### src/trs_pkg.sv
// Constants, state codes and register map of the triple rail sequencer.
// Assumes a 200 MHz mclk; all long intervals are counted in timebase ticks.
package trs_pkg;
    // Timebase
    localparam int CLK_PERIOD_NS = 5;
    localparam int TICK_NS = 10000;
    localparam int TICK_CYC = TICK_NS / CLK_PERIOD_NS;
    localparam int IVL_W = 10;
    localparam int PWRUP_DIS_US = 5000;
    localparam int GAP_US = 1000;
    localparam int SSDIS_US = 500;
    localparam int HICCUP_US = 7000;
    localparam logic [IVL_W-1:0] PWRUP_TICKS = IVL_W'(PWRUP_DIS_US * 1000 / TICK_NS);
    localparam logic [IVL_W-1:0] GAP_TICKS = IVL_W'(GAP_US * 1000 / TICK_NS);
    localparam logic [IVL_W-1:0] SSDIS_TICKS = IVL_W'(SSDIS_US * 1000 / TICK_NS);
    localparam logic [IVL_W-1:0] HICCUP_TICKS = IVL_W'(HICCUP_US * 1000 / TICK_NS);
    localparam logic [IVL_W-1:0] IVL_ZERO = 10'h000;
    // Overcurrent suppression lengths
    localparam int LEN_W = 5;
    localparam logic [LEN_W-1:0] OC_LEN_MIN = 5'h01;
    localparam logic [LEN_W-1:0] OC_LEN_MAX = 5'h10;
    localparam logic [LEN_W-1:0] OC_CNT_ZERO = 5'h00;
    // Input synchroniser width
    localparam int SYNC_W = 18;
    // APB register map
    localparam logic [7:0] CTRL_OFS = 8'h00;
    localparam logic [7:0] STATUS_OFS = 8'h04;
    localparam logic [7:0] IRQ_STAT_OFS = 8'h08;
    localparam logic [7:0] IRQ_MASK_OFS = 8'h0C;
    localparam int IRQ_W = 6;
    localparam int IRQ_TSD = 0;
    localparam int IRQ_UNDERVOLTAGE_LOCKOUT = 1;
    localparam int IRQ_WARN = 2;
    localparam int IRQ_HIC0 = 3;
    localparam logic [2:0] CTRL_RST = 3'h0;
    localparam logic [IRQ_W-1:0] MASK_RST = 6'h00;
    // Sequencer states
    typedef enum logic [2:0] {
        S_DISCH = 3'b000,
        S_LOCK = 3'b001,
        S_IDLE = 3'b010,
        S_SSDIS = 3'b011,
        S_PRE = 3'b100,
        S_RAMP = 3'b101,
        S_GAP = 3'b110
    } trs_state_t;
endpackage

### src/trs_sync.sv
// Three-stage input synchroniser with agreement filter.
// Assumes inputs come from comparators outside the mclk domain.
`timescale 1ns/10ps
module trs_sync #(
    parameter int W = 1
) (
    // Clock and reset
    input wire logic mclk,
    input wire logic arst_n,
    // Data
    input wire logic [W-1:0] din,
    output logic [W-1:0] dout
);
    logic [W-1:0] s1Q;
    logic [W-1:0] s2Q;
    logic [W-1:0] s3Q;

    always_ff @(posedge mclk or negedge arst_n) begin
        if (!arst_n) begin
            s1Q <= '0;
            s2Q <= '0;
            s3Q <= '0;
            dout <= '0;
        end else begin
            s1Q <= din;
            s2Q <= s1Q;
            s3Q <= s2Q;
            // A bit changes only once stages two and three agree
            dout <= (s3Q & ~(s2Q ^ s3Q)) | (dout & (s2Q ^ s3Q));
        end
    end
endmodule

### src/trs_ocp.sv
// Per-rail cycle-by-cycle overcurrent suppression with doubling length.
// Assumes swTick is a one-cycle pulse per switching cycle, ocDet a synchronised level.
`timescale 1ns/10ps
module trs_ocp import trs_pkg::*; (
    // Clock and reset
    input wire logic mclk,
    input wire logic arst_n,
    // Rail state
    input wire logic active,
    input wire logic swTick,
    input wire logic ocDet,
    // Results
    output logic blank,
    output logic streak
);
    logic [LEN_W-1:0] lenQ;
    logic [LEN_W-1:0] cntQ;
    logic check;

    // Sampled only in cycles that actually switched
    assign check = swTick && (cntQ == OC_CNT_ZERO);

    always_ff @(posedge mclk or negedge arst_n) begin
        if (!arst_n) begin
            lenQ <= OC_LEN_MIN;
            cntQ <= OC_CNT_ZERO;
        end else if (!active) begin
            lenQ <= OC_LEN_MIN;
            cntQ <= OC_CNT_ZERO;
        end else if (check) begin
            if (ocDet) begin
                cntQ <= lenQ;
                lenQ <= (lenQ == OC_LEN_MAX) ? OC_LEN_MAX : LEN_W'(lenQ << 1);
            end else begin
                lenQ <= OC_LEN_MIN;
            end
        end else if (swTick) begin
            cntQ <= cntQ - OC_LEN_MIN;
        end
    end

    assign blank = (cntQ != OC_CNT_ZERO);
    assign streak = (lenQ != OC_LEN_MIN);
endmodule

### src/trs_top.sv
// Triple rail start-up sequencer with soft-start, overcurrent hiccup and shutdowns.
// Assumes analogue comparators drive the pin inputs and an APB master on mclk.
//
// Chosen here: the placing of the registers and the APB interface to the registers.
`timescale 1ns/10ps
module trs_top import trs_pkg::*; #(
    parameter int unsigned TICK_CYCLES = TICK_CYC
) (
    // Clock and reset
    input wire logic mclk,
    input wire logic arst_n,
    // APB slave
    input wire logic psel,
    input wire logic penable,
    input wire logic pwrite,
    input wire logic [7:0] paddr,
    input wire logic [31:0] pwdata,
    output logic [31:0] prdata,
    output logic pready,
    output logic pslverr,
    // Rail enable inputs
    input wire logic [2:0] enPinAbove,
    output logic enDischarge,
    // Soft-start node
    input wire logic ssPrechargeOk,
    input wire logic ssRampEnd,
    output logic ssDischarge,
    output logic ssPrecharge,
    output logic ssCharge,
    // Power stages
    input wire logic [2:0] swCycle,
    input wire logic [2:0] overCurrent,
    input wire logic [2:0] underVolt,
    output logic [2:0] railEnable,
    output logic [2:0] hsBlank,
    // Supervisors
    input wire logic supplyLow,
    input wire logic tempTrip,
    input wire logic tempCool,
    input wire logic tempWarn,
    // Interrupt
    output logic irq
);
    logic [SYNC_W-1:0] syncOut;
    logic [2:0] enS, swS, swPrevQ, swTick, ocS, uvS;
    logic ssPreS, ssEndS, uvloS, tripS, coolS, warnS, tick, ivlDone;
    logic [31:0] tickCntQ, rdData;
    trs_state_t stateQ;
    logic [IVL_W-1:0] ivlQ;
    logic [1:0] selQ;
    logic [2:0] selHot, railOnQ, enReq, pending, streak, shut, hicBusy, ctrlQ;
    logic tsdQ, fault, uvloPrevQ, warnPrevQ, tsdPrevQ, mapped, accWr, accRd;
    logic [IRQ_W-1:0] irqStatQ, irqMaskQ, irqEv;

    function automatic logic hit(input logic [7:0] a, input logic [7:0] ofs);
        return a == ofs;
    endfunction

    trs_sync #(.W(SYNC_W)) uSync (
        .mclk(mclk),
        .arst_n(arst_n),
        .din({tempWarn, tempCool, tempTrip, supplyLow, underVolt, overCurrent,
              swCycle, ssRampEnd, ssPrechargeOk, enPinAbove}),
        .dout(syncOut)
    );
    assign {warnS, coolS, tripS, uvloS, uvS, ocS, swS, ssEndS, ssPreS, enS} = syncOut;

    always_ff @(posedge mclk or negedge arst_n) begin
        if (!arst_n) begin
            swPrevQ <= 3'h0;
        end else begin
            swPrevQ <= swS;
        end
    end
    assign swTick = swS & ~swPrevQ;

    always_ff @(posedge mclk or negedge arst_n) begin
        if (!arst_n) begin
            tickCntQ <= 32'h0;
        end else if (tickCntQ >= TICK_CYCLES - 1) begin
            tickCntQ <= 32'h0;
        end else begin
            tickCntQ <= tickCntQ + 32'h1;
        end
    end
    assign tick = (tickCntQ >= TICK_CYCLES - 1);

    always_ff @(posedge mclk or negedge arst_n) begin
        if (!arst_n) begin
            tsdQ <= 1'b0;
        end else if (tripS) begin
            tsdQ <= 1'b1;
        end else if (coolS) begin
            tsdQ <= 1'b0;
        end
    end
    // lockout follows the supply, not latched
    assign fault = tsdQ | uvloS;

    // request only while the enable input is high
    assign enReq = enS & ~ctrlQ & ~hicBusy;
    assign pending = enReq & ~railOnQ;
    assign ivlDone = (ivlQ == IVL_ZERO);
    assign selHot = 3'h1 << selQ;

    // Sequencer and interval counter
    always_ff @(posedge mclk or negedge arst_n) begin
        if (!arst_n) begin
            stateQ <= S_DISCH;
            ivlQ <= PWRUP_TICKS;
            selQ <= 2'h0;
        end else if (fault) begin
            stateQ <= S_LOCK;
            ivlQ <= IVL_ZERO;
        end else begin
            if (tick && !ivlDone) begin
                ivlQ <= ivlQ - 10'h001;
            end
            case (stateQ)
                S_LOCK: begin
                    stateQ <= S_DISCH;
                    ivlQ <= PWRUP_TICKS;
                end
                S_DISCH: begin
                    if (ivlDone) begin
                        stateQ <= S_IDLE;
                    end
                end
                S_IDLE: begin
                    if (pending != 3'h0) begin
                        selQ <= pending[0] ? 2'h0 : (pending[1] ? 2'h1 : 2'h2);
                        stateQ <= S_SSDIS;
                        ivlQ <= SSDIS_TICKS;
                    end
                end
                S_SSDIS: begin
                    if ((pending & selHot) == 3'h0) begin
                        stateQ <= S_IDLE;
                    end else if (ivlDone) begin
                        stateQ <= S_PRE;
                    end
                end
                S_PRE: begin
                    if ((railOnQ & selHot) == 3'h0) begin
                        stateQ <= S_IDLE;
                    end else if (ssPreS) begin
                        stateQ <= S_RAMP;
                    end
                end
                S_RAMP: begin
                    if ((railOnQ & selHot) == 3'h0) begin
                        stateQ <= S_IDLE;
                    end else if (ssEndS) begin
                        stateQ <= S_GAP;
                        ivlQ <= GAP_TICKS;
                    end
                end
                S_GAP: begin
                    if (ivlDone) begin
                        stateQ <= S_IDLE;
                    end
                end
                default: begin
                    stateQ <= S_LOCK;
                end
            endcase
        end
    end

    always_ff @(posedge mclk or negedge arst_n) begin
        if (!arst_n) begin
            railOnQ <= 3'h0;
        end else if (fault) begin
            railOnQ <= 3'h0;
        end else if (stateQ == S_SSDIS && ivlDone && (pending & selHot) != 3'h0) begin
            railOnQ <= (railOnQ & enReq & ~shut) | selHot;
        end else begin
            railOnQ <= railOnQ & enReq & ~shut;
        end
    end
    assign railEnable = railOnQ;

    // Overcurrent suppression and hiccup per rail
    genvar gi;
    generate
        for (gi = 0; gi < 3; gi++) begin : gRail
            logic [IVL_W-1:0] hicQ;

            trs_ocp uOcp (
                .mclk(mclk),
                .arst_n(arst_n),
                .active(railOnQ[gi]),
                .swTick(swTick[gi]),
                .ocDet(ocS[gi]),
                .blank(hsBlank[gi]),
                .streak(streak[gi])
            );

            assign shut[gi] = railOnQ[gi] & streak[gi] & uvS[gi];

            always_ff @(posedge mclk or negedge arst_n) begin
                if (!arst_n) begin
                    hicQ <= IVL_ZERO;
                end else if (shut[gi]) begin
                    hicQ <= HICCUP_TICKS;
                end else if (tick && hicQ != IVL_ZERO) begin
                    hicQ <= hicQ - 10'h001;
                end
            end
            assign hicBusy[gi] = (hicQ != IVL_ZERO);

        end
    endgenerate

    assign enDischarge = (stateQ == S_LOCK) || (stateQ == S_DISCH) || fault;
    assign ssDischarge = (stateQ == S_SSDIS);
    assign ssPrecharge = (stateQ == S_PRE);
    // charge current runs through the ramp
    assign ssCharge = (stateQ == S_RAMP);

    // Event edges
    always_ff @(posedge mclk or negedge arst_n) begin
        if (!arst_n) begin
            uvloPrevQ <= 1'b0;
            warnPrevQ <= 1'b0;
            tsdPrevQ <= 1'b0;
        end else begin
            uvloPrevQ <= uvloS;
            warnPrevQ <= warnS;
            tsdPrevQ <= tsdQ;
        end
    end
    assign irqEv = {shut, warnS & ~warnPrevQ, uvloS & ~uvloPrevQ, tsdQ & ~tsdPrevQ};

    // APB: zero wait states, error on unmapped offsets
    assign mapped = hit(paddr, CTRL_OFS) || hit(paddr, STATUS_OFS) ||
                    hit(paddr, IRQ_STAT_OFS) || hit(paddr, IRQ_MASK_OFS);
    assign pready = 1'b1;
    assign pslverr = psel && penable && !mapped;
    assign accWr = psel && penable && pwrite && mapped;
    assign accRd = psel && penable && !pwrite;

    always_ff @(posedge mclk or negedge arst_n) begin
        if (!arst_n) begin
            ctrlQ <= CTRL_RST;
            irqMaskQ <= MASK_RST;
        end else if (accWr && hit(paddr, CTRL_OFS)) begin
            ctrlQ <= pwdata[2:0];
        end else if (accWr && hit(paddr, IRQ_MASK_OFS)) begin
            irqMaskQ <= pwdata[IRQ_W-1:0];
        end
    end

    // Read clears only the bits captured at setup, so a late event is never lost
    always_ff @(posedge mclk or negedge arst_n) begin
        if (!arst_n) begin
            irqStatQ <= '0;
        end else if (accRd && hit(paddr, IRQ_STAT_OFS)) begin
            irqStatQ <= (irqStatQ & ~prdata[IRQ_W-1:0]) | irqEv;
        end else begin
            irqStatQ <= irqStatQ | irqEv;
        end
    end
    assign irq = (irqStatQ & irqMaskQ) != '0;

    always_comb begin
        rdData = 32'h0;
        if (hit(paddr, CTRL_OFS)) begin
            rdData[2:0] = ctrlQ;
        end else if (hit(paddr, STATUS_OFS)) begin
            rdData[14:0] = {hicBusy, stateQ, warnS, uvloS, tsdQ, hsBlank, railOnQ};
        end else if (hit(paddr, IRQ_STAT_OFS)) begin
            rdData[IRQ_W-1:0] = irqStatQ;
        end else if (hit(paddr, IRQ_MASK_OFS)) begin
            rdData[IRQ_W-1:0] = irqMaskQ;
        end
    end

    // Read data captured in the setup phase
    always_ff @(posedge mclk or negedge arst_n) begin
        if (!arst_n) begin
            prdata <= 32'h0;
        end else if (psel && !penable && !pwrite) begin
            prdata <= rdData;
        end
    end
endmodule

### config.mk
export PLATFORM = sky130hd
export DESIGN_NAME = trs_top
export DESIGN_NICKNAME = d
export VERILOG_FILES = /design/src/trs_pkg.sv /design/src/trs_sync.sv /design/src/trs_ocp.sv /design/src/trs_top.sv
export SDC_FILE = /design/constraint.sdc
export NUM_CORES = 1
export LEC_CHECK = 0
export BUFFER_PORTS_ARGS = -buffer_cell sky130_fd_sc_hd__buf_2
export CAP_MARGIN = 20
export CORE_UTILIZATION = 45
export DETAILED_ROUTE_END_ITERATION = 10
export GPL_TIMING_DRIVEN = 0
export PLACE_DENSITY = 0.65
export SLEW_MARGIN = 20
export SYNTH_ARGS = -nofsm -noshare
export SYNTH_HDL_FRONTEND = slang
export SYNTH_SLANG_ARGS = --single-unit
### constraint.sdc
create_clock -name mclk -period 6.6 [get_ports mclk]
set_input_delay 1.98 -clock mclk [delete_from_list [all_inputs] [get_ports mclk]]
set_output_delay 1.98 -clock mclk [all_outputs]
set_load 0.1 [all_outputs]
* Word-level counts from Yosys, hierarchy flattened
Index checks and enable logic that the tools add are counted.
** Storage, ports and cells
- Memories kept :: 0
- Word-level logic and storage cells :: 221
- Bits in writable memories :: 0
- Bits of input ports :: 63
- ROM bits :: 0
- Output and inout bits :: 45
- Bits in latches :: 0
- Bits in registers :: 219
** Cells by class
- Order comparisons :: 1
- Multiplexer cells :: 60
- Reduce and logical (&&, ||, !) cells :: 56
- Multiply operators :: 0
- Shift operators :: 1
- Div/mod/pow operators :: 0
- Equal/unequal tests :: 29
- Add/subtract/negate cells :: 8
- Bitwise operators :: 39
** Operators by type and width (count)
- $mux W5 :: 24
- $mux W10 :: 11
- $sub A10 B1 Y10 const B :: 4
- $and A18 B18 Y18 :: 2
- $mux W3 :: 12
- $add A32 B1 Y32 const B :: 1
- $ge A32 B11 Y1 const B :: 1
- $mux W32 :: 1
- $pmux W10 S3 :: 1
- $reduce_bool A10 Y1 :: 3
- $and A3 B3 Y3 :: 8
- $mux W6 :: 4
- $logic_and A1 B1 Y1 :: 19
- $not A18 Y18 :: 1
- $or A18 B18 Y18 :: 1
- $pmux W3 S6 :: 1
- $xor A18 B18 Y18 :: 1
- $eq A8 B4 Y1 const B :: 2
- $eq A5 B5 Y1 const B :: 3
- $logic_not A5 Y1 :: 3
- $ne A5 B1 Y1 const B :: 3
- $not A3 Y3 :: 5
- $reduce_bool A5 Y1 :: 3
- $sub A5 B1 Y5 const B :: 3
- 33 further kinds :: 77

* Depth between registers and ports, before layout
Gate-level depths: netlist (run 1).
- Word-level depth :: 9
- Gate-level depth with buffers :: 10
- Mapped depth without buffers :: 8

* Hierarchy
Synthesis (run 1) repeated with hierarchy kept, for this count alone.
** Unflattened totals
- Cells, all modules :: 845
- Area, all modules :: 9634.2 um^2
** By module, submodules not included
- trs_top :: seq. area each 2935.3 um^2, cells an instance 569, area each 5846.9 um^2, instances 1
- trs_sync :: seq. area each 1801.7 um^2, cells an instance 90, area each 2004.4 um^2, instances 1
- trs_ocp :: seq. area each 251.5 um^2, cells an instance 62, area each 594.3 um^2, instances 3

* Worst setup path before layout (run 1)
OpenSTA, ideal clock, no wires.
- Path type :: in2out
- Start :: in paddr[4]
- End :: out pslverr
- Setup slack :: 1.219 ns
- Data required time :: 4.620 ns
- Buffers on the path :: 0
- Arrival :: 3.401 ns
- Stages :: 3
- Cell sequence :: or4_1 -> nor3_1 -> nor2_1
** On the way
- Longest elaborated chain between the ends :: 6
- Elaborated cells between the ends (all ways) :: 9
- Classes of those cells :: 3 x eq/ne; 6 x reduce/logical
** Ends and longest elaborated chain
- from (decl) :: RTL line trs_top.sv:16 : input wire logic [7:0] paddr,
- $eq A8 B3 Y1 / $logic_not A8 Y1 (equally long branches) :: RTL line trs_top.sv:56 : return a == ofs;
- $logic_or A1 B1 Y1 (2 in a row) :: RTL line trs_top.sv:236 : assign mapped = hit(paddr, CTRL_OFS) || hit(paddr, STATUS_OFS) ||
- $logic_or A1 B1 Y1 * :: RTL line trs_top.sv:237 : hit(paddr, IRQ_STAT_OFS) || hit(paddr, IRQ_MASK_OFS);
- $logic_not A1 Y1 * :: RTL line trs_top.sv:239 : assign pslverr = psel && penable && !mapped;
- $logic_and A1 B1 Y1 * :: RTL line trs_top.sv:239
- to (decl) :: RTL line trs_top.sv:20 : output logic pslverr,
Every way passes the cells marked *; elsewhere a longest branch is shown, timed or not.

* Worst setup path in the final report (run 1)
- Start :: in paddr[5]
- End :: out pslverr
Same word-level chain as after synthesis.

==> results of run 1 <==
kinds of logic (layout without fill, tap and decap cells):
logic type,Yosys count,in the layout,share of synthesized area (%)
buf+inv,80,187,4.32
fa+ha+maj,29,29,3.42
xor+xnor,36,36,3.39
flops,219,219,59.0
simple gates,323,323,18.1
mux,21,21,2.84
other cells,2,39,0.0808
compound gates,120,120,8.83
layout by cell type (no fill, tap or decap), drive strengths merged, types with 10 or more instances in the layout:
cell	count
dfrtp	210
buf	91
nand2	77
nor2	65
clkbuf	61
conb	39
nand3	35
nor3	30
inv	29
xor2	26
a21oi	25
o21ai	22
nand4	21
maj3	18
nor2b	17
mux2	13
a21boi	12
ha	11
nor4	10
xnor2	10
a22o	10
worst register-to-register path: stages, from the launching register on:
cell	delay (ns)
dfrtp_1	0.38
ha_1	0.19
and3_1	0.22
o2111a_1	0.25
or3_1	0.11
clkbuf_1	0.44
nand4_1	0.32
or4_2	0.61
a31oi_1	0.19
layout make-up:
class,count,area share [%]
Buffer,51,2.66
Clock buffer,38,7.12
Clock inverter,6,0.727
Inverter,29,0.988
Multi-Input combinational cell,568,32.3
Sequential cell,219,49.8
Tap cell,270,3.07
Timing Repair Buffer,63,3.36
power by group through the flow:
stage	registers, W	clock network, W	logic, W
floorplan	0.00162	0	0.000435
global placement	0.00164	0	0.000536
detailed placement	0.00164	0	0.000554
CTS	0.00163	0.00144	0.000561
global route	0.00165	0.00150	0.000634
finish	0.00163	0.00142	0.000559
stage by stage:
step / util, % / cells / instance area (um^2) / hold WS [ns] / TNS [ns]
6_report: 54.5 / 1244 / 11000 / 0.347 / 0
5_1_grt: 54.5 / 1244 / 11000 / 0.351 / 0
4_1_cts: 54.5 / 1244 / 11000 / 0.349 / 0
3_5_place_dp: 50.2 / 1200 / 10200 / 0.336 / 0
3_3_place_gp: 49.8 / 1198 / 10100 / 0.331 / -33.43
2_1_floorplan: - / 867 / 9440 / 0.331 / 0
path summary, 6_finish.rpt:
kind	startpoint	endpoint	slack (ns)	cells after the start
max reg2reg	tickCntQ[0]$_DFF_PN0_	ivlQ[7]$_DFF_PN1_	3.82	8
max in group asynchronous	arst_n	gRail[2].uOcp.lenQ[0]$_DFFE_PN1P_	4.44	2
min	uSync.s1Q[6]$_DFF_PN0_	uSync.s2Q[6]$_DFF_PN0_	0.35	0
min reg2reg	uSync.s1Q[6]$_DFF_PN0_	uSync.s2Q[6]$_DFF_PN0_	0.35	0
min in group asynchronous	arst_n	async pin	1.36	1
max	paddr[5]	pslverr	1.12	5
routing by layer:
layer	up-vias	share of wire (%)	track usage (%)
met5	-	0	0
met4	0	2.3	5.89
met3	29	4.5	2.79
met2	141	47	29.3
met1	3141	46	26.1
li1	3120	-	-
flip-flops by register name (all words and copies together), names as in the netlist, 3 cells and up, named ones only:
signal and count:
ctrlQ 3, gRail.hicQ 30, gRail.uOcp.cntQ 15, gRail.uOcp.lenQ 15, irqMaskQ 6, irqStatQ 6
ivlQ 10, prdata 15, railEnable 3, stateQ 3, swPrevQ 3, tickCntQ 32
uSync.s1Q 18, uSync.s2Q 18, uSync.s3Q 18
==> flow_metrics.tcl, run 1 <==
set metrics [dict create \
    status "finished, final reports clean" \
    setup_viol 0 \
    overflow 0 \
    ant_nets 0 \
    rows 52 \
    p_sw_w 0.000994 \
    fin_crit_ns 5.48 \
    drv_slew 0 \
    synth_area_um2 9300 \
    worstSkewPairLatency_ns 0.52 \
    finalHoldViolCount 0 \
    combPwrFrac_pct 15.5 \
    post_cts_buffers 0 \
    synth_edf_count 0 \
    yosysWarnings 0 \
    dieArea_um2 21200 \
    crit_chain "buf_2 -> or4_1 -> nor3_1 -> nor2_1 -> buf_2" \
    nets 1030 \
    port_buffers 61 \
    crit_family "simple AND/OR/NAND/NOR gates" \
    multi_input_area_um2 3550 \
    power_frac_seq_pct 45.2 \
    clock_tree.buffer_depth 3 \
    synth-seq-cells 219 \
    grt_pass1_vias 6277 \
    cp_num_buf_inv 2 \
    drc_errors 0 \
    cp_common_cell "buf_2" \
    wl_per_cell_um 15.2 \
    end_kind "primary output" \
    power_density_nw_per_um2 327 \
    cts_tree "built" \
    crit_arrival_ns 3.50 \
    synthCells 830 \
    leakage_nw 5.08 \
    wl_um 18900 \
    peakVddDrop_mv 0.222 \
    finalWorstSetupSlack_ns 1.12 \
    cp.required_ns 4.62 \
    slowest_stage "or4_1" \
    yosys_most_used_dff "dfrtp_1" \
    power_frac_clock_pct 39.3 \
    via_per_inst 5.17 \
    syn_to_final_growth_pct 18.5 \
    post-dp-hpwl_um 12900 \
    antenna_found_initial 0 \
    fin_skew_ns 0.0149 \
    relSlewSlack_pct 47.9 \
    clk_pin_slew_ns 0.05 \
    seq_area_um2 5490 \
    cts_resized 0 \
    cts_inserted_buffers 24 \
    grt_max_degree 102 \
    synthTopCellsByCount "dfrtp_1 (210), nand2_1 (77), nor2_1 (65)" \
    track_usage_pct 18.5 \
    final_layout_size_suffix_gt1_share_pct 17.4 \
    die_h_um 146 \
    place_congestion 0.864 \
    drt_iter0_markers 429 \
    coreArea_um2 20200 \
    antenna_cells 0 \
    post-synth-top-count-cell "dfrtp_1" \
    drv_cap 0 \
    synth_cell_type_count 70 \
    fmax_mhz 183 \
    final.period_utilization_pct 83.0 \
    cpPeakStageDelay_ns 0.60 \
    worst_slew_pin_slew_ns 0.778 \
    grt_pass1_wl_um 31900 \
    rsz0062_at_grt "false" \
    critPathLaunchType "input pin" \
    initial_utilization_pct 46.0 \
    power_w 0.00360 \
    clkSinkCount 219 \
    synth_top_area_share_pct 56.5 \
    clockRootBuffer "clkbuf_16" \
    firstDrtPassIters 5 \
    p_int_w 0.00261 \
    hold_class "flip-flop to flip-flop" \
    vias 6431 \
    worstPathMaxFanout 5 \
    io_pins 108 \
    worstSetupPathType "input pin to primary output" \
    synth_area_leaders "dfrtp_1 (57%), nand2_1 (3.1%), nor2_1 (2.6%), dfstp_2 (2.5%), xor2_1 (2.4%)" \
    cts_hold_buffers 0 \
    htree_levels 1 \
    avgSynthCellArea_um2 11.2 \
    dp_slack_ns 1.09 \
    yosys.area.top_type "dfrtp_1" \
    async_reset_ff_share_pct 100 \
    p_sw_share_pct 27.6 \
    fillers 1765 \
    dieWidth_um 146 \
    synth.yosys.seq_area_share_pct 59.0 \
]
Power figures use the tool's default switching activity.
==> inputs of run 2 (changes only) <==
ABC_AREA = 1   (was not set)
clock period = 5.2 ns   (was 6.6 ns; I/O delays follow)
==> run 2 against run 1 <==
Synthesized cell count grew 17%. Global-route usage is 0.75 points lower. Via count is 6.0% higher. Critical path depth increased by 3. Combinational power grew 17%. Critical path type unchanged.
==> flow_metrics.tcl, run 2 <==
set metrics [dict create \
    cts_resized 0 \
    post-synth-top-count-cell "dfrtp_1" \
    wl_um 18600 \
    yosys.area.top_type "dfrtp_1" \
    cp_common_cell "nand2_1" \
    setup_viol 0 \
    cts_inserted_buffers 24 \
    dp_slack_ns 1.04 \
    clkSinkCount 219 \
    fin_skew_ns 0.0164 \
    leakage_nw 5.45 \
    fin_area_um2 11400 \
    status "finished, final reports clean" \
    end_kind "primary output" \
    worstSetupPathType "input pin to primary output" \
    worstSkewPairLatency_ns 0.52 \
    finalHoldViolCount 0 \
    fin_crit_ns 4.15 \
    worstPathMaxFanout 3 \
    drc_errors 0 \
    drv_slew 0 \
    crit_arrival_ns 2.59 \
    synthCells 975 \
    synthTopCellsByCount "dfrtp_1 (210), nand2_1 (131), inv_1 (118)" \
    hold_class "flip-flop to flip-flop" \
    rows 53 \
    wl_per_cell_um 13.3 \
    overflow 0 \
    peakVddDrop_mv 0.211 \
    via_per_inst 4.88 \
    avgSynthCellArea_um2 9.91 \
    synth_top_area_share_pct 54.4 \
    syn_to_final_growth_pct 18.1 \
    rrSetupSlack_ns 3.25 \
    synth-seq-cells 219 \
    async_reset_ff_share_pct 100 \
    synth_area_um2 9660 \
    synth_edf_count 0 \
    coreArea_um2 21000 \
    final_layout_size_suffix_gt1_share_pct 20.0 \
    rsz0062_at_grt "false" \
    synth.yosys.seq_area_share_pct 56.9 \
    fmax_mhz 241 \
    layout_commonest_cell "dfrtp_1" \
    largest_reg_flops 32 \
    yosysWarnings 0 \
    cts_tree "built" \
    postPlaceCellArea_um2 10500 \
    critPathLaunchType "input pin" \
    htree_levels 1 \
    synth_cell_type_count 58 \
    place_congestion 0.852 \
    antenna_found_initial 0 \
    finalWorstSetupSlack_ns 1.05 \
    slowest_stage "buf_2" \
    post_cts_buffers 0 \
    die_h_um 149 \
    worst_slew_pin_slew_ns 0.526 \
    post-dp-hpwl_um 13000 \
    track_usage_pct 17.7 \
    power_density_nw_per_um2 390 \
    io_pins 108 \
    cts_hold_buffers 0 \
    drt_iter0_markers 297 \
    clockRootBuffer "clkbuf_16" \
    reg_top3 "tickCntQ: 32 flops, gRail.hicQ: 30 flops" \
    grt_pass1_wl_um 31600 \
    dieWidth_um 149 \
    port_buffers 63 \
    grt_max_degree 95 \
    final.period_utilization_pct 79.8 \
    clock_tree.buffer_depth 3 \
    relSlewSlack_pct 65.0 \
    yosys_most_used_dff "dfrtp_1" \
    dieArea_um2 22100 \
    cp.required_ns 3.64 \
    initial_utilization_pct 45.9 \
    grt_pass1_vias 6543 \
    firstDrtPassIters 5 \
    synth_area_leaders "dfrtp_1 (54%), nand2_1 (5.1%), inv_1 (4.6%), nor2_1 (3.5%), nand3_1 (3.0%)" \
    drv_cap 0 \
    cpPeakStageDelay_ns 0.42 \
    largest_register "tickCntQ" \
    vias 6817 \
    nets 1177 \
    final_cell_mix "dfrtp_1 (210), nand2_1 (131), inv_1 (118), nor2_1 (90), buf_2 (64)" \
    antenna_cells 0 \
    crit_chain "buf_2 -> nor2_1 -> nand2_1 -> inv_1 -> nand2_1 -> nand2_1 -> inv_1 -> buf_2" \
    clk_pin_slew_ns 0.06 \
    ant_nets 0 \
]
## run 2: per-layer routing
metal,wire length [um],global-route usage (%),vias up
met2,8720,28.5,118
met5,0,0,-
met4,451,5.41,0
li1,-,-,3419
met1,8720,24.6,3242
met3,728,2.79,38
## run 2: critical path, delay by kind of cell
family,cells,cell delay [ns]
buf+inv,4,0.65
simple gates,4,0.36
## run 2: layout make-up
class	count	area, um^2
fillers	1836	9620
flip-flops and latches	219	5490
multi-input cells	629	3580
clock buffers	35	742
inverters	132	498
repair buffers	65	380
well taps	275	344
plain buffers	32	228
clock inverters	9	139
## run 2: cell families after synthesis
group,after synthesis,share of synthesized area (%)
AO/OA/AOI/OAI,162,9.89
XOR/XNOR,23,2.09
adder cells (fa/ha/maj),29,3.29
buffers and inverters,164,7.51
flip-flops,219,56.9
other,2,0.0778
AND/OR/NAND/NOR,376,20.3
## run 2: worst paths after layout
kind | start | endpoint | cells after the start
worst max-delay path | paddr[7] | pslverr | 8
worst min-delay path | uSync.s1Q[9]$_DFF_PN0_ | uSync.s2Q[9]$_DFF_PN0_ | 0
worst max register to register | gRail[2].uOcp.cntQ[0]$_DFFE_PN0P_ | gRail[2].uOcp.cntQ[3]$_DFFE_PN0P_ | 11
worst min register to register | uSync.s1Q[9]$_DFF_PN0_ | uSync.s2Q[9]$_DFF_PN0_ | 0
max in group asynchronous | arst_n | ivlQ[4]$_DFF_PN1_ | 3
min in group asynchronous | arst_n | uSync.s3Q[5]$_DFF_PN0_ | 1
## run 2: stage by stage
step,setup TNS (ns),utilization (%),hold WS (ns),power (W),std cells
floorplan,0,-,0.331,0.00248,1012
CTS,0,54.2,0.348,0.00449,1396
detailed placement,0,50.1,0.335,0.00265,1352
global route,0,54.2,0.355,0.00467,1396
global placement,-241.83,49.7,0.333,0.00262,1350
finish,0,54.2,0.346,0.00444,1396
## run 2: where the power goes
| group | internal [W] | total, W | switching (W) |
|---|---|---|---|
| clock network | 0.00114 | 0.00182 | 0.000685 |
| registers | 0.00185 | 0.00197 | 0.000116 |
| logic | 0.000226 | 0.000653 | 0.000427 |
| total | 0.00321 | 0.00444 | 0.00123 |
==> inputs of run 3 (changes only) <==
ABC_AREA = 0   (was 1)
clock period = 4 ns   (was 5.2 ns; I/O delays follow)
==> run 3 against run 2 <==
Hold slack about the same. Register-to-register slack got worse by 2.0 ns. Die area down 3.7%. Critical path type unchanged.
==> flow_metrics.tcl, run 3 (synthesized netlist as in run 1, its figures left out) <==
set metrics [dict create \
    seq_area_um2 5490 \
    place_congestion 0.864 \
    drv_cap 0 \
    rsz0062_at_grt "false" \
    clock_tree.buffer_depth 3 \
    min_path_cells 0 \
    coreArea_um2 20200 \
    fillers 1765 \
    utilization_pct 54.5 \
    leakage_nw 5.08 \
    htree_levels 1 \
    wl_per_cell_um 15.2 \
    grt_pass1_wl_um 31900 \
    cts_tree "built" \
    crit_arrival_ns 2.58 \
    syn_to_final_growth_pct 18.6 \
    finalNonFillerCells 1244 \
    port_buffers 61 \
    overflow 0 \
    final_cell_mix "dfrtp_1 (210), nand2_1 (77), nor2_1 (65), buf_2 (60), conb_1 (39)" \
    worst_slew_pin_slew_ns 0.776 \
    reg_top3 "tickCntQ: 32 flops, gRail.hicQ: 30 flops" \
    whs_ns 0.347 \
    die_h_um 146 \
    clkSinkCount 219 \
    grt_max_degree 102 \
    layout_commonest_cell "dfrtp_1" \
    drv_slew 0 \
    io_pins 108 \
    multi_input_area_um2 3560 \
    worstSetupPathType "input pin to primary output" \
    antenna_cells 0 \
    fmax_mhz 265 \
    setup_viol 0 \
    clockRootBuffer "clkbuf_16" \
    firstDrtPassIters 5 \
    relSlewSlack_pct 48.0 \
    hold_class "flip-flop to flip-flop" \
    wl_met1_um 8750 \
    wl_um 18900 \
    final_layout_size_suffix_gt1_share_pct 17.5 \
    largest_reg_flops 32 \
    vias 6427 \
    placed_cells 1200 \
    drc_errors 0 \
    status "finished, final reports clean" \
    worstSkewPairLatency_ns 0.52 \
    reg2regPathDepth 8 \
    dieWidth_um 146 \
    largest_register "tickCntQ" \
    final.period_utilization_pct 94.5 \
    dr.max_layer_used "met4" \
    cts_inserted_buffers 24 \
    wl_met3_um 858 \
    worstPathMaxFanout 5 \
    critPathLaunchType "input pin" \
    nets 1030 \
    track_usage_pct 18.5 \
    ant_nets 0 \
    fin_skew_ns 0.0145 \
    finalHoldViolCount 0 \
    rows 52 \
    antenna_found_initial 0 \
    initial_utilization_pct 46.0 \
    end_kind "primary output" \
    fin_crit_ns 3.78 \
    peakVddDrop_mv 0.366 \
    clk_pin_slew_ns 0.05 \
    via_per_inst 5.17 \
    post-dp-hpwl_um 12900 \
    dieArea_um2 21200 \
    drt_iter0_markers 436 \
    cp.required_ns 2.80 \
    power_density_nw_per_um2 539 \
    grt_pass1_vias 6277 \
    dr_wl_met2_um 8830 \
]
[run 3: cell count changes in the layout (fill, tap and decap cells not counted), sizes merged, moves of 13 or more]
cell | previous run | this run
nor3 | 10 | 30
o21ai | 82 | 22
nand3 | 71 | 35
o22ai | 14 | 1
nor2b | 0 | 17
clkbuf | 38 | 61
nor2 | 112 | 65
nand2 | 145 | 77
inv | 131 | 29
mux2 | 0 | 13
[run 3: stage by stage]
step           TNS (ns)  power [W]  setup WS, ns  area [um^2]
2_1_floorplan         0    0.00338         0.134         9440
3_3_place_gp    -421.44    0.00359         -2.00        10100
3_5_place_dp          0    0.00363        0.0495        10200
4_1_cts               0    0.00599        0.0505        11000
5_1_grt               0    0.00624         0.152        11000
6_report              0    0.00594         0.220        11000
[run 3: worst paths after layout]
path,startpoint,end,slack [ns]
setup / recovery,paddr[5],pslverr,0.22
hold / removal,uSync.s1Q[6]$_DFF_PN0_,uSync.s2Q[6]$_DFF_PN0_,0.35
setup reg to reg,tickCntQ[0]$_DFF_PN0_,ivlQ[7]$_DFF_PN1_,1.23
hold reg to reg,uSync.s1Q[6]$_DFF_PN0_,uSync.s2Q[6]$_DFF_PN0_,0.35
max in group asynchronous,arst_n,gRail[2].uOcp.lenQ[0]$_DFFE_PN1P_,2.62
min in group asynchronous,arst_n,async pin,0.58
[run 3: what timing repair did]
item | CTS | global route
resized for setup | 0 | 1
hold buffers | 0 | 0
setup buffers | 0 | 0
setup endpoints to repair | 0 | 1
[run 3: critical path: stages]
cell and delay, ns:
buf_2 0.09, or4_1 0.63, nor3_2 0.28, nor2_1 0.08, buf_2 0.30
[run 3: cell type report]
cell class	count	share of cell area [%]
Timing Repair Buffer	63	3.36
Clock inverter	6	0.726
Clock buffer	38	7.12
Tap cell	270	3.06
Sequential cell	219	49.8
Buffer	51	2.66
Multi-Input combinational cell	568	32.3
Inverter	29	0.987
[run 3: metal layers]
| layer | up-vias | GRT usage [%] |
|---|---|---|
| met5 | - | 0 |
| met4 | 0 | 5.89 |
| met3 | 29 | 2.79 |
| met2 | 145 | 29.3 |
| met1 | 3134 | 26.1 |
| li1 | 3119 | - |
[run 3: power breakdown]
group | internal [W] | switching [W] | leakage [nW]
registers | 0.00246 | 0.000223 | 2.70
logic | 0.000374 | 0.000549 | 1.95
clock network | 0.00147 | 0.000870 | 0.433
total | 0.00430 | 0.00164 | 5.08
